<file path="config.mk">
export PLATFORM = sky130hd
export DESIGN_NAME = flpc_pin_control
export DESIGN_NICKNAME = d
export VERILOG_FILES = /design/src/hw/flpc_pkg.sv /design/src/hw/flpc_write_latch.sv /design/src/hw/flpc_wait_gen.sv /design/src/hw/flpc_pin_control.sv
export SDC_FILE = /design/constraint.sdc
export NUM_CORES = 1
export LEC_CHECK = 0
export BUFFER_PORTS_ARGS = -buffer_cell sky130_fd_sc_hd__buf_2
export CELL_PAD_IN_SITES_DETAIL_PLACEMENT = 0
export CELL_PAD_IN_SITES_GLOBAL_PLACEMENT = 2
export CORE_MARGIN = 10
export CORE_UTILIZATION = 25
export CTS_BUF_LIST = sky130_fd_sc_hd__clkbuf_4
export DETAILED_ROUTE_END_ITERATION = 16
export GPL_TIMING_DRIVEN = 0
export HOLD_SLACK_MARGIN = 0.12
export MAX_ROUTING_LAYER = met4
export PLACE_DENSITY = 0.63
export SYNTH_ARGS = -nofsm -noshare
export SYNTH_HDL_FRONTEND = slang
export SYNTH_HIERARCHICAL = 1
export SYNTH_SLANG_ARGS = --single-unit
</file>
<file path="constraint.sdc">
create_clock -name clock_i -period 12.2 [get_ports clock_i]
set_clock_uncertainty 0.2 [all_clocks]
set_input_delay 1.22 -clock clock_i [delete_from_list [all_inputs] [get_ports clock_i]]
set_output_delay 1.22 -clock clock_i [all_outputs]
set_load 0.005 [all_outputs]
</file>
<file path="src/hw/flpc_pkg.sv">
// Shared constants and types for the parallel flash pin control block.
package flpc_pkg;

  // ==========================================================================
  // Bus widths and array geometry
  // ==========================================================================
  localparam int DATA_W        = 16;
  localparam int ADDR_W        = 16;
  localparam int ARRAY_AW      = 4;
  localparam int NUM_BLOCKS    = 4;
  localparam int LATENCY_W     = 4;
  localparam int BUSY_W        = 8;

  // ==========================================================================
  // Command codes written on the data bus
  // ==========================================================================
  localparam logic [7:0] CMD_READ_ARRAY   = 8'hFF;
  localparam logic [7:0] CMD_READ_STATUS  = 8'h70;
  localparam logic [7:0] CMD_READ_IDENT   = 8'h90;
  localparam logic [7:0] CMD_CLEAR_STATUS = 8'h50;
  localparam logic [7:0] CMD_PROGRAM      = 8'h40;
  localparam logic [7:0] CMD_ERASE_SETUP  = 8'h20;
  localparam logic [7:0] CMD_CONFIRM      = 8'hD0;
  localparam logic [7:0] CMD_LOCK_SETUP   = 8'h60;
  localparam logic [7:0] CMD_LOCK_BLOCK   = 8'h01;
  localparam logic [7:0] CMD_LOCKDOWN     = 8'h2F;
  localparam logic [7:0] CMD_SET_CONFIG   = 8'h03;

  // ==========================================================================
  // Status register fields
  // ==========================================================================
  localparam int         SR_READY_BIT     = 7;
  localparam int         SR_ERASE_ERR_BIT = 5;
  localparam int         SR_PROG_ERR_BIT  = 4;
  localparam int         SR_SUPPLY_ERR_BIT = 3;
  localparam int         SR_LOCK_ERR_BIT  = 1;
  localparam logic [7:0] SR_RESET_VALUE   = 8'h80;
  localparam logic [7:0] SR_ERR_MASK      = 8'h3A;

  // ==========================================================================
  // Read configuration register fields
  // ==========================================================================
  localparam int                RCR_WAIT_POL_BIT = 10;
  localparam int                RCR_ASYNC_BIT    = 15;
  localparam logic [DATA_W-1:0] RCR_RESET_VALUE  = 16'h8000;

  // Identifier word; the value is arbitrary.
  localparam logic [DATA_W-1:0] IDENT_WORD       = 16'h0000;
  localparam logic [DATA_W-1:0] ERASED_WORD      = 16'hFFFF;

  // ==========================================================================
  // Software register port map
  // ==========================================================================
  localparam logic [7:0]           REG_STATUS      = 8'h00;
  localparam logic [7:0]           REG_CONFIG      = 8'h04;
  localparam logic [7:0]           REG_LOCKS       = 8'h08;
  localparam logic [7:0]           REG_LATENCY     = 8'h0C;
  localparam int                   LOCKDOWN_SHIFT  = 8;
  localparam logic [LATENCY_W-1:0] LATENCY_RESET   = 4'h3;

  // ==========================================================================
  // Automation timing in clock cycles
  // ==========================================================================
  localparam int PROG_CYCLES  = 16;
  localparam int ERASE_CYCLES = 64;

  // ==========================================================================
  // State types
  // ==========================================================================
  typedef enum logic [1:0] {
    FLPC_IDLE       = 2'b00,
    FLPC_PROG_DATA  = 2'b01,
    FLPC_ERASE_CONF = 2'b11,
    FLPC_LOCK_SUB   = 2'b10
  } flpc_cmd_state_type;

  typedef enum logic [1:0] {
    FLPC_RM_ARRAY  = 2'b00,
    FLPC_RM_STATUS = 2'b01,
    FLPC_RM_CONFIG = 2'b11,
    FLPC_RM_IDENT  = 2'b10
  } flpc_read_mode_type;

endpackage

</file>
<file path="src/hw/flpc_write_latch.sv">
// Bus write cycle detector that latches address and data at the end of a cycle.
`timescale 1ns/1ns
module flpc_write_latch #(
  parameter int ADDR_W = 16,
  parameter int DATA_W = 16
) (
  input  wire logic              clock_i,
  input  wire logic              reset_i,
  input  wire logic              enable_i,
  input  wire logic              pin_reset_n_i,
  input  wire logic              chip_select_n_i,
  input  wire logic              output_drive_n_i,
  input  wire logic              write_strobe_n_i,
  input  wire logic [ADDR_W-1:0] address_i,
  input  wire logic [DATA_W-1:0] data_i,
  output logic                   write_pulse_o,
  output logic [ADDR_W-1:0]      write_addr_o,
  output logic [DATA_W-1:0]      write_data_o
);

  // ==========================================================================
  // Cycle tracking
  // ==========================================================================
  logic cycle_active_q;
  // A write cycle needs select and strobe low with reset and output drive high.
  wire cycle_now   = pin_reset_n_i & ~chip_select_n_i & ~write_strobe_n_i & output_drive_n_i;
  // The cycle ends on the first of the strobe or select rising edges.
  wire cycle_end   = cycle_active_q & ~cycle_now & pin_reset_n_i;

  always_ff @(posedge clock_i or posedge reset_i)
  begin
    if (reset_i)
    begin
      cycle_active_q <= 1'b0;
      write_pulse_o  <= 1'b0;
      write_addr_o   <= '0;
      write_data_o   <= '0;
    end
    else if (enable_i)
    begin
      // Pin reset drops any open cycle so no write escapes it.
      cycle_active_q <= cycle_now;
      write_pulse_o  <= cycle_end;
      if (cycle_now)
      begin
        // Values from the last sampled low phase are the ones committed.
        write_addr_o <= address_i;
        write_data_o <= data_i;
      end
    end
  end

endmodule

</file>
<file path="src/hw/flpc_wait_gen.sv">
// Wait output generator with configurable polarity and first-access latency.
`timescale 1ns/1ns
module flpc_wait_gen #(
  parameter int LATENCY_W = 4
) (
  input  wire logic                 clock_i,
  input  wire logic                 reset_i,
  input  wire logic                 enable_i,
  input  wire logic                 read_active_i,
  input  wire logic                 sync_mode_i,
  input  wire logic                 polarity_i,
  input  wire logic [LATENCY_W-1:0] latency_i,
  output logic                      wait_o,
  output logic                      wait_oe_o
);

  // ==========================================================================
  // Latency count from the start of a read
  // ==========================================================================
  logic [LATENCY_W-1:0] count_q;
  wire  [LATENCY_W-1:0] count_d    = !read_active_i ? '0 :
                                     (count_q == latency_i) ? count_q :
                                     count_q + 1'b1;
  // Only synchronous reads ever report invalid data.
  wire                  not_valid  = sync_mode_i & read_active_i & (count_q != latency_i);
  // The asserted level follows the polarity bit.
  wire                  wait_level = not_valid ? polarity_i : ~polarity_i;

  always_ff @(posedge clock_i or posedge reset_i)
  begin
    if (reset_i)
    begin
      count_q   <= '0;
      wait_o    <= 1'b0;
      wait_oe_o <= 1'b0;
    end
    else if (enable_i)
    begin
      count_q   <= count_d;
      wait_o    <= wait_level;
      // Drive only while select and output drive are both low.
      wait_oe_o <= read_active_i;
    end
  end

endmodule

</file>
<file path="src/hw/flpc_pin_control.sv">
// Pin-level control of a parallel NOR flash: reset, protection, writes, data bus and wait.
// Functional notes
// - Pin reset low resets automation and ignores all bus writes.
// - Leaving pin reset returns to asynchronous array read mode.
// - Write protect low: locked-down blocks stay locked despite unlock commands.
// - Write protect high: lock-down is ignored, blocks may be unlocked and altered.
// - Address and data latch on first rising edge of strobe or select.
// - Program and erase are refused while the program supply is not valid.
// - Data bus takes words on writes, drives array, status or ident on reads.
// - Data bus floats whenever select or output drive is high.
// - Wait polarity follows bit 10 of the read configuration register.
// - Synchronous reads assert wait until data is valid.
// - Asynchronous reads and all writes keep wait deasserted.
// - Wait floats when select or output drive is high, driven only when both low.
// - Array writes are blocked while the core supply is not valid.
// - Status register comes up as 0x80 after power-up or pin reset.
// - Pin reset during program or erase aborts it at once.
//
// Our own choices: the address map and the strobed register port.
`timescale 1ns/1ns
module flpc_pin_control #(
  parameter int ADDR_W       = flpc_pkg::ADDR_W,
  parameter int ARRAY_AW     = flpc_pkg::ARRAY_AW,
  parameter int NUM_BLOCKS   = flpc_pkg::NUM_BLOCKS,
  parameter int PROG_CYCLES  = flpc_pkg::PROG_CYCLES,
  parameter int ERASE_CYCLES = flpc_pkg::ERASE_CYCLES
) (
  input  wire logic                        clock_i,
  input  wire logic                        reset_i,
  input  wire logic                        enable_i,
  input  wire logic                        reset_in_n_i,
  input  wire logic                        chip_select_n_i,
  input  wire logic                        output_drive_n_i,
  input  wire logic                        write_strobe_n_i,
  input  wire logic                        write_protect_n_i,
  input  wire logic                        program_supply_ok_i,
  input  wire logic                        core_supply_ok_i,
  input  wire logic [ADDR_W-1:0]           address_i,
  input  wire logic [flpc_pkg::DATA_W-1:0] data_bus_i,
  output logic      [flpc_pkg::DATA_W-1:0] data_bus_o,
  output logic                             data_bus_oe_o,
  output logic                             wait_o,
  output logic                             wait_oe_o,
  input  wire logic [7:0]                  reg_addr_i,
  input  wire logic [31:0]                 reg_wdata_i,
  input  wire logic                        reg_write_i,
  input  wire logic                        reg_read_i,
  output logic      [31:0]                 reg_rdata_o
);

  localparam int DW    = flpc_pkg::DATA_W;
  localparam int DEPTH = 1 << ARRAY_AW;
  localparam int BLK_W = $clog2(NUM_BLOCKS);
  localparam int LW    = flpc_pkg::LATENCY_W;
  localparam int BW    = flpc_pkg::BUSY_W;
  localparam logic [BW-1:0] PROG_LAST  = BW'(PROG_CYCLES - 1);
  localparam logic [BW-1:0] ERASE_LAST = BW'(ERASE_CYCLES - 1);

  // ==========================================================================
  // Write cycle capture
  // ==========================================================================
  logic              wr_pulse;
  logic [ADDR_W-1:0] wr_addr;
  logic [DW-1:0]     wr_data;

  flpc_write_latch #(
    .ADDR_W (ADDR_W),
    .DATA_W (DW)
  ) u_write_latch (
    .clock_i          (clock_i),
    .reset_i          (reset_i),
    .enable_i         (enable_i),
    .pin_reset_n_i    (reset_in_n_i),
    .chip_select_n_i  (chip_select_n_i),
    .output_drive_n_i (output_drive_n_i),
    .write_strobe_n_i (write_strobe_n_i),
    .address_i        (address_i),
    .data_i           (data_bus_i),
    .write_pulse_o    (wr_pulse),
    .write_addr_o     (wr_addr),
    .write_data_o     (wr_data)
  );

  // ==========================================================================
  // State
  // ==========================================================================
  flpc_pkg::flpc_cmd_state_type state_q,  state_d;
  flpc_pkg::flpc_read_mode_type rmode_q,  rmode_d;
  logic [7:0]                   status_q, status_d;
  logic [DW-1:0]                rcr_q,    rcr_d;
  logic [NUM_BLOCKS-1:0]        lock_q,   lock_d;
  logic [NUM_BLOCKS-1:0]        down_q,   down_d;
  logic                         busy_q,   busy_d;
  logic                         op_erase_q, op_erase_d;
  logic [ARRAY_AW-1:0]          op_addr_q,  op_addr_d;
  logic [DW-1:0]                op_data_q,  op_data_d;
  logic [BW-1:0]                busy_cnt_q, busy_cnt_d;
  logic [LW-1:0]                latency_q;
  logic [DW-1:0]                array_q [DEPTH];

  // ==========================================================================
  // Decode
  // ==========================================================================
  wire [7:0]          cmd        = wr_data[7:0];
  wire [ARRAY_AW-1:0] wr_index   = wr_addr[ARRAY_AW-1:0];
  wire [BLK_W-1:0]    wr_block   = wr_index[ARRAY_AW-1 -: BLK_W];
  wire [BLK_W-1:0]    op_block   = op_addr_q[ARRAY_AW-1 -: BLK_W];
  wire                blk_locked = lock_q[wr_block];
  // Lock-down only holds a block while write protect is low.
  wire                unlock_ok  = ~down_q[wr_block] | write_protect_n_i;
  wire                accept_wr  = wr_pulse & reset_in_n_i & ~busy_q;
  wire [BW-1:0]       op_last    = op_erase_q ? ERASE_LAST : PROG_LAST;
  wire                op_done    = busy_q & (busy_cnt_q == op_last);
  wire                read_active = reset_in_n_i & ~chip_select_n_i & ~output_drive_n_i;
  wire                sync_mode  = ~rcr_q[flpc_pkg::RCR_ASYNC_BIT];
  wire [ARRAY_AW-1:0] rd_index   = address_i[ARRAY_AW-1:0];

  // ==========================================================================
  // Command sequencer
  // ==========================================================================
  always_comb
  begin
    state_d    = state_q;
    rmode_d    = rmode_q;
    status_d   = status_q;
    rcr_d      = rcr_q;
    lock_d     = lock_q;
    down_d     = down_q;
    busy_d     = busy_q;
    op_erase_d = op_erase_q;
    op_addr_d  = op_addr_q;
    op_data_d  = op_data_q;
    busy_cnt_d = busy_q ? busy_cnt_q + 1'b1 : '0;
    if (op_done)
    begin
      busy_d = 1'b0;
    end
    if (accept_wr)
    begin
      state_d = flpc_pkg::FLPC_IDLE;
      case (state_q)
        flpc_pkg::FLPC_IDLE:
        begin
          case (cmd)
            flpc_pkg::CMD_READ_ARRAY:   rmode_d  = flpc_pkg::FLPC_RM_ARRAY;
            flpc_pkg::CMD_READ_STATUS:  rmode_d  = flpc_pkg::FLPC_RM_STATUS;
            flpc_pkg::CMD_READ_IDENT:   rmode_d  = flpc_pkg::FLPC_RM_IDENT;
            flpc_pkg::CMD_CLEAR_STATUS: status_d = status_q & ~flpc_pkg::SR_ERR_MASK;
            flpc_pkg::CMD_PROGRAM:      state_d  = flpc_pkg::FLPC_PROG_DATA;
            flpc_pkg::CMD_ERASE_SETUP:  state_d  = flpc_pkg::FLPC_ERASE_CONF;
            flpc_pkg::CMD_LOCK_SETUP:   state_d  = flpc_pkg::FLPC_LOCK_SUB;
            default:                    state_d  = flpc_pkg::FLPC_IDLE;
          endcase
        end
        flpc_pkg::FLPC_PROG_DATA, flpc_pkg::FLPC_ERASE_CONF:
        begin
          rmode_d = flpc_pkg::FLPC_RM_STATUS;
          if (state_q == flpc_pkg::FLPC_ERASE_CONF && cmd != flpc_pkg::CMD_CONFIRM)
          begin
            status_d[flpc_pkg::SR_ERASE_ERR_BIT] = 1'b1;
            status_d[flpc_pkg::SR_PROG_ERR_BIT]  = 1'b1;
          end
          else if (!program_supply_ok_i)
          begin
            // Low program supply refuses any change to the array.
            status_d[flpc_pkg::SR_SUPPLY_ERR_BIT] = 1'b1;
            status_d[flpc_pkg::SR_PROG_ERR_BIT]   = 1'b1;
          end
          else if (!core_supply_ok_i)
          begin
            // Low core supply blocks array writes.
            status_d[flpc_pkg::SR_PROG_ERR_BIT] = 1'b1;
          end
          else if (blk_locked)
          begin
            status_d[flpc_pkg::SR_LOCK_ERR_BIT] = 1'b1;
            status_d[flpc_pkg::SR_PROG_ERR_BIT] = 1'b1;
          end
          else
          begin
            busy_d     = 1'b1;
            op_erase_d = (state_q == flpc_pkg::FLPC_ERASE_CONF);
            op_addr_d  = wr_index;
            op_data_d  = wr_data;
          end
        end
        flpc_pkg::FLPC_LOCK_SUB:
        begin
          case (cmd)
            flpc_pkg::CMD_LOCK_BLOCK: lock_d[wr_block] = 1'b1;
            // An unlock of a locked-down block is dropped while protect is low.
            flpc_pkg::CMD_CONFIRM:    lock_d[wr_block] = ~unlock_ok;
            flpc_pkg::CMD_LOCKDOWN:
            begin
              lock_d[wr_block] = 1'b1;
              down_d[wr_block] = 1'b1;
            end
            flpc_pkg::CMD_SET_CONFIG: rcr_d = wr_addr[DW-1:0];
            default:                  rcr_d = rcr_q;
          endcase
        end
        default: state_d = flpc_pkg::FLPC_IDLE;
      endcase
    end
    status_d[flpc_pkg::SR_READY_BIT] = ~busy_d;
  end

  // ==========================================================================
  // State registers
  // ==========================================================================
  always_ff @(posedge clock_i or posedge reset_i)
  begin
    if (reset_i)
    begin
      state_q    <= flpc_pkg::FLPC_IDLE;
      rmode_q    <= flpc_pkg::FLPC_RM_ARRAY;
      status_q   <= flpc_pkg::SR_RESET_VALUE;
      rcr_q      <= flpc_pkg::RCR_RESET_VALUE;
      lock_q     <= '1;
      down_q     <= '0;
      busy_q     <= 1'b0;
      op_erase_q <= 1'b0;
      op_addr_q  <= '0;
      op_data_q  <= '0;
      busy_cnt_q <= '0;
    end
    else if (enable_i)
    begin
      if (!reset_in_n_i)
      begin
        // Pin reset aborts automation and restores read array mode.
        state_q    <= flpc_pkg::FLPC_IDLE;
        rmode_q    <= flpc_pkg::FLPC_RM_ARRAY;
        status_q   <= flpc_pkg::SR_RESET_VALUE;
        rcr_q      <= flpc_pkg::RCR_RESET_VALUE;
        lock_q     <= '1;
        down_q     <= '0;
        busy_q     <= 1'b0;
        busy_cnt_q <= '0;
      end
      else
      begin
        state_q    <= state_d;
        rmode_q    <= rmode_d;
        status_q   <= status_d;
        rcr_q      <= rcr_d;
        lock_q     <= lock_d;
        down_q     <= down_d;
        busy_q     <= busy_d;
        op_erase_q <= op_erase_d;
        op_addr_q  <= op_addr_d;
        op_data_q  <= op_data_d;
        busy_cnt_q <= busy_cnt_d;
      end
    end
  end

  // ==========================================================================
  // Array storage
  // ==========================================================================
  // The array only changes on completion, so an aborted operation leaves the
  // target word or block as it was; hosts must still treat it as undefined.
  wire commit = op_done & reset_in_n_i;

  for (genvar w = 0; w < DEPTH; w++)
  begin : g_word
    localparam logic [ARRAY_AW-1:0] IDX = ARRAY_AW'(w);
    wire hit_word  = ~op_erase_q & (op_addr_q == IDX);
    wire hit_block = op_erase_q & (op_block == IDX[ARRAY_AW-1 -: BLK_W]);
    always_ff @(posedge clock_i or posedge reset_i)
    begin
      if (reset_i)
      begin
        array_q[w] <= flpc_pkg::ERASED_WORD;
      end
      else if (enable_i && commit && hit_block)
      begin
        array_q[w] <= flpc_pkg::ERASED_WORD;
      end
      else if (enable_i && commit && hit_word)
      begin
        array_q[w] <= array_q[w] & op_data_q;
      end
    end
  end

  // ==========================================================================
  // Data bus read path
  // ==========================================================================
  // Read source chosen by the current read mode.
  wire [DW-1:0] rd_word = (rmode_q == flpc_pkg::FLPC_RM_STATUS) ? {8'h00, status_q} :
                          (rmode_q == flpc_pkg::FLPC_RM_CONFIG) ? rcr_q :
                          (rmode_q == flpc_pkg::FLPC_RM_IDENT)  ? flpc_pkg::IDENT_WORD :
                          array_q[rd_index];

  always_ff @(posedge clock_i or posedge reset_i)
  begin
    if (reset_i)
    begin
      data_bus_o    <= '0;
      data_bus_oe_o <= 1'b0;
    end
    else if (enable_i)
    begin
      data_bus_o    <= read_active ? rd_word : '0;
      data_bus_oe_o <= read_active;
    end
  end

  // ==========================================================================
  // Wait output
  // ==========================================================================
  flpc_wait_gen #(
    .LATENCY_W (LW)
  ) u_wait_gen (
    .clock_i       (clock_i),
    .reset_i       (reset_i),
    .enable_i      (enable_i),
    .read_active_i (read_active),
    .sync_mode_i   (sync_mode),
    .polarity_i    (rcr_q[flpc_pkg::RCR_WAIT_POL_BIT]),
    .latency_i     (latency_q),
    .wait_o        (wait_o),
    .wait_oe_o     (wait_oe_o)
  );

  // ==========================================================================
  // Software register port
  // ==========================================================================
  localparam int LOCKDOWN_TOP = flpc_pkg::LOCKDOWN_SHIFT + NUM_BLOCKS;
  wire [31:0] locks_word = {{(32 - LOCKDOWN_TOP){1'b0}},
                            down_q, {(flpc_pkg::LOCKDOWN_SHIFT - NUM_BLOCKS){1'b0}}, lock_q};
  wire [31:0] reg_word   = (reg_addr_i == flpc_pkg::REG_STATUS)  ? {24'h000000, status_q} :
                           (reg_addr_i == flpc_pkg::REG_CONFIG)  ? {16'h0000, rcr_q} :
                           (reg_addr_i == flpc_pkg::REG_LOCKS)   ? locks_word :
                           (reg_addr_i == flpc_pkg::REG_LATENCY) ? {28'h0000000, latency_q} :
                           32'h00000000;

  always_ff @(posedge clock_i or posedge reset_i)
  begin
    if (reset_i)
    begin
      reg_rdata_o <= '0;
      latency_q   <= flpc_pkg::LATENCY_RESET;
    end
    else if (enable_i)
    begin
      reg_rdata_o <= reg_read_i ? reg_word : '0;
      if (reg_write_i && reg_addr_i == flpc_pkg::REG_LATENCY)
      begin
        latency_q <= reg_wdata_i[LW-1:0];
      end
    end
  end

endmodule

</file>
==> flow_summary.yaml <==
critical_path:
  startpoint_type: "input port"
  crit_chain: "buf_2 -> buf_2 -> clkbuf_1 -> mux4_2 -> a222oi_1 -> o211ai_1"
  path_class: "in2reg"
  worstSetupEndpointType: "register"
  required_ns: 12.75
  reg2reg_from: "op_erase_q"
  crit_path_top_delay_cell: "clkbuf_1"
  crit_arrival_ns: 3.94
  critPathMaxFanout: 10
  crit_family: "buffers and inverters"
  cpMostUsedCell: "buf_2"
  worst-path-buf-inv: 3
  r2r_setup_slack_ns: 8.83
  crit_start: "address_i[1]"
  max_stage_delay_ns: 0.90
sta:
  finalHoldViolations: 0
  slew_violations: 0
  grt_setup_unrepaired: "no"
  fmax_mhz: 295
  fin_ws_ns: 8.81
  post-route-min-period_ns: 3.39
  relSlewSlack: 0.0530
  post-route-period-util: 0.278
  worst_pin_slew_ns: 1.42
  setup_viol: 0
finish:
  layout-drive-gt1-share: 0.374
  syn_to_final_growth_pct: 17.9
  nNetsFinal: 1934
  fin_area_um2: 22500
  utilization: 0.297
clock_tree:
  clkTransAtPathRegs_ns: 0.07
  cts_tree: "built"
  clockBufferDepth: 3
  ctsRootBufferMaster: "clkbuf_4"
  clock_latency_ns: 0.92
  cts_max_level: 3
  cts_buffers: 112
  post_cts_buffers: 0
  cts_sinks: 396
routing:
  drt_iter0_drc: 1404
  via_per_inst: 5.32
  wire_per_inst_um: 26.9
  drc: 0
  drt_wl_total_um: 78800
  dr_total_vias: 15593
  drt_pass1_iterations: 7
  ant_nets: 0
place:
  portBuffers: 89
  gp_congestion: 0.906
  place_hpwl_um: 57100
  pre_cts_slack_ns: 8.02
  placed_area_um2: 21000
synthesis:
  synth_edf_count: 0
  synth_area_um2: 19100
  synthTopCellsByCount: "nand2_1 (298), dfstp_2 (264), o41ai_1 (257)"
  yosys.cell_types.count: 77
  ys.warnings.count: 6
  async_reset_ff_frac: 1.00
  synth_ff_type: "dfstp_2"
  yosysTopAreaCellShare: 0.363
  ys_ff_latch: 396
  synth.area.top_cells: "dfstp_2 (36%), dfrtp_1 (17%), o41ai_1 (12%), mux4_2 (7.0%), nand2_1 (5.9%)"
  syn-instance-count: 1622
  synth.most_common_cell: "nand2_1"
  yosysTopAreaCell: "dfstp_2"
  syn_avg_cell_area_um2: 11.8
  yosysSeqAreaShare: 0.536
pwr:
  peakVddDrop_mv: 0.0520
  power_leakage_nw: 10.0
  powerDensity_nw_per_um2: 130
  finalPower_mw: 2.92
job:
  cap_violations: 0
die:
  coreArea_um2: 75800
  ios: 135
  die_w_um: 296
  die_h_um: 296
  rows: 101
  dieArea_um2: 87900
  initial_core_util: 0.252
hold_path:
  worstHoldStart: "array_q[137]"
  min_path_type: "reg2reg"
global_route:
  overflow: 0
  antenna_found_initial: 5
  grt_pass1_wl_um: 114000
  first_global_vias: 15940
  grt_max_degree: 120
  track_usage: 0.183
status:
  status: "finished, final reports clean"
[layout by cell type (no fill, tap or decap), drive strengths merged, types with 8 or more instances in the layout]
| master | instances |
|---|---|
| a222oi | 10 |
| conb | 16 |
| nor2b | 9 |
| nor3 | 8 |
| nand2b | 9 |
| a21oi | 17 |
| dfrtp | 132 |
| clkbuf | 340 |
| buf | 149 |
| nand3 | 20 |
| a22o | 26 |
| a22oi | 15 |
| mux2 | 62 |
| nand2 | 298 |
| diode | 9 |
| o211ai | 21 |
| o21ai | 19 |
| mux4 | 59 |
| o2bb2ai | 11 |
| mux2i | 36 |
| dfstp | 264 |
| o41ai | 257 |
| inv | 20 |
| nor2 | 23 |
| clkinv | 19 |
[worst min-delay path: stages (launching register included)]
cell and delay, ns:
dfstp_2 0.37, o41ai_1 0.05, nand2_1 0.05
[through the flow]
step | hold slack (ns) | cells | setup TNS [ns]
2_1_floorplan | 0.239 | 1637 | 0
4_1_cts | 0.260 | 2920 | 0
5_1_grt | 0.259 | 2930 | 0
3_3_place_gp | 0.250 | 2704 | -308.98
6_report | 0.263 | 2930 | 0
3_5_place_dp | 0.254 | 2710 | 0
[per-layer routing]
layer,track usage,part of all wire,vias up
met3,0.0518,0.084,161
met2,0.274,0.45,616
met4,0.0676,0.035,0
met5,-,0,-
met1,0.232,0.43,8044
li1,-,-,6772
[registers in the layout (all words and copies together), names as in the netlist, 2 cells and up]
name	cells
rcr_q	16
rmode_q	2
reg_rdata_o	16
op_data_q	16
down_q	4
latency_q	4
status_q	5
u_write_latch/write_addr_o	16
data_bus_o	16
busy_cnt_q	8
array_q	256
op_addr_q	4
state_q	2
u_wait_gen/count_q	4
lock_q	4
u_write_latch/write_data_o	16
[cells by family after synthesis]
family / after synthesis / share of synthesized area
AO/OA/AOI/OAI: 414 / 0.182
other: 1 / 0.000196
AND/OR/NAND/NOR: 420 / 0.100
multiplexers: 157 / 0.125
XOR/XNOR: 7 / 0.00321
flip-flops: 396 / 0.536
buffers and inverters: 225 / 0.0515
adder cells (fa/ha/maj): 2 / 0.00131
[power breakdown]
group	switching, mW	internal [mW]	leakage (nW)
Sequential	0.0393	1.35	4.50
Combinational	0.126	0.0787	4.60
Clock	0.613	0.709	0.914
[area by class of cell]
type | count | area [µm²]
inverter | 20 | 82.6
timing repair buffer | 97 | 577
multi-input combinational | 1016 | 7950
clock buffer | 188 | 1410
tap | 978 | 1220
sequential | 396 | 10200
clock inverter | 21 | 111
buffer | 205 | 908
fill | 7927 | 53300
antenna | 9 | 22.5
[worst paths after layout]
check | end | cells after the start
min | array_q[137] | 2
max | data_bus_o[10] | 6
min in group asynchronous | state_q[1] | 3
min reg2reg | array_q[137] | 2
max reg2reg | array_q[0] | 7
max in group asynchronous | array_q[89] | 5
[timing repair]
item | in CTS | in global routing
resized for setup | 0 | 0
hold buffers | 1 | 0
hold endpoints to repair | 32 | 0
Power figures use the tool's default switching activity.
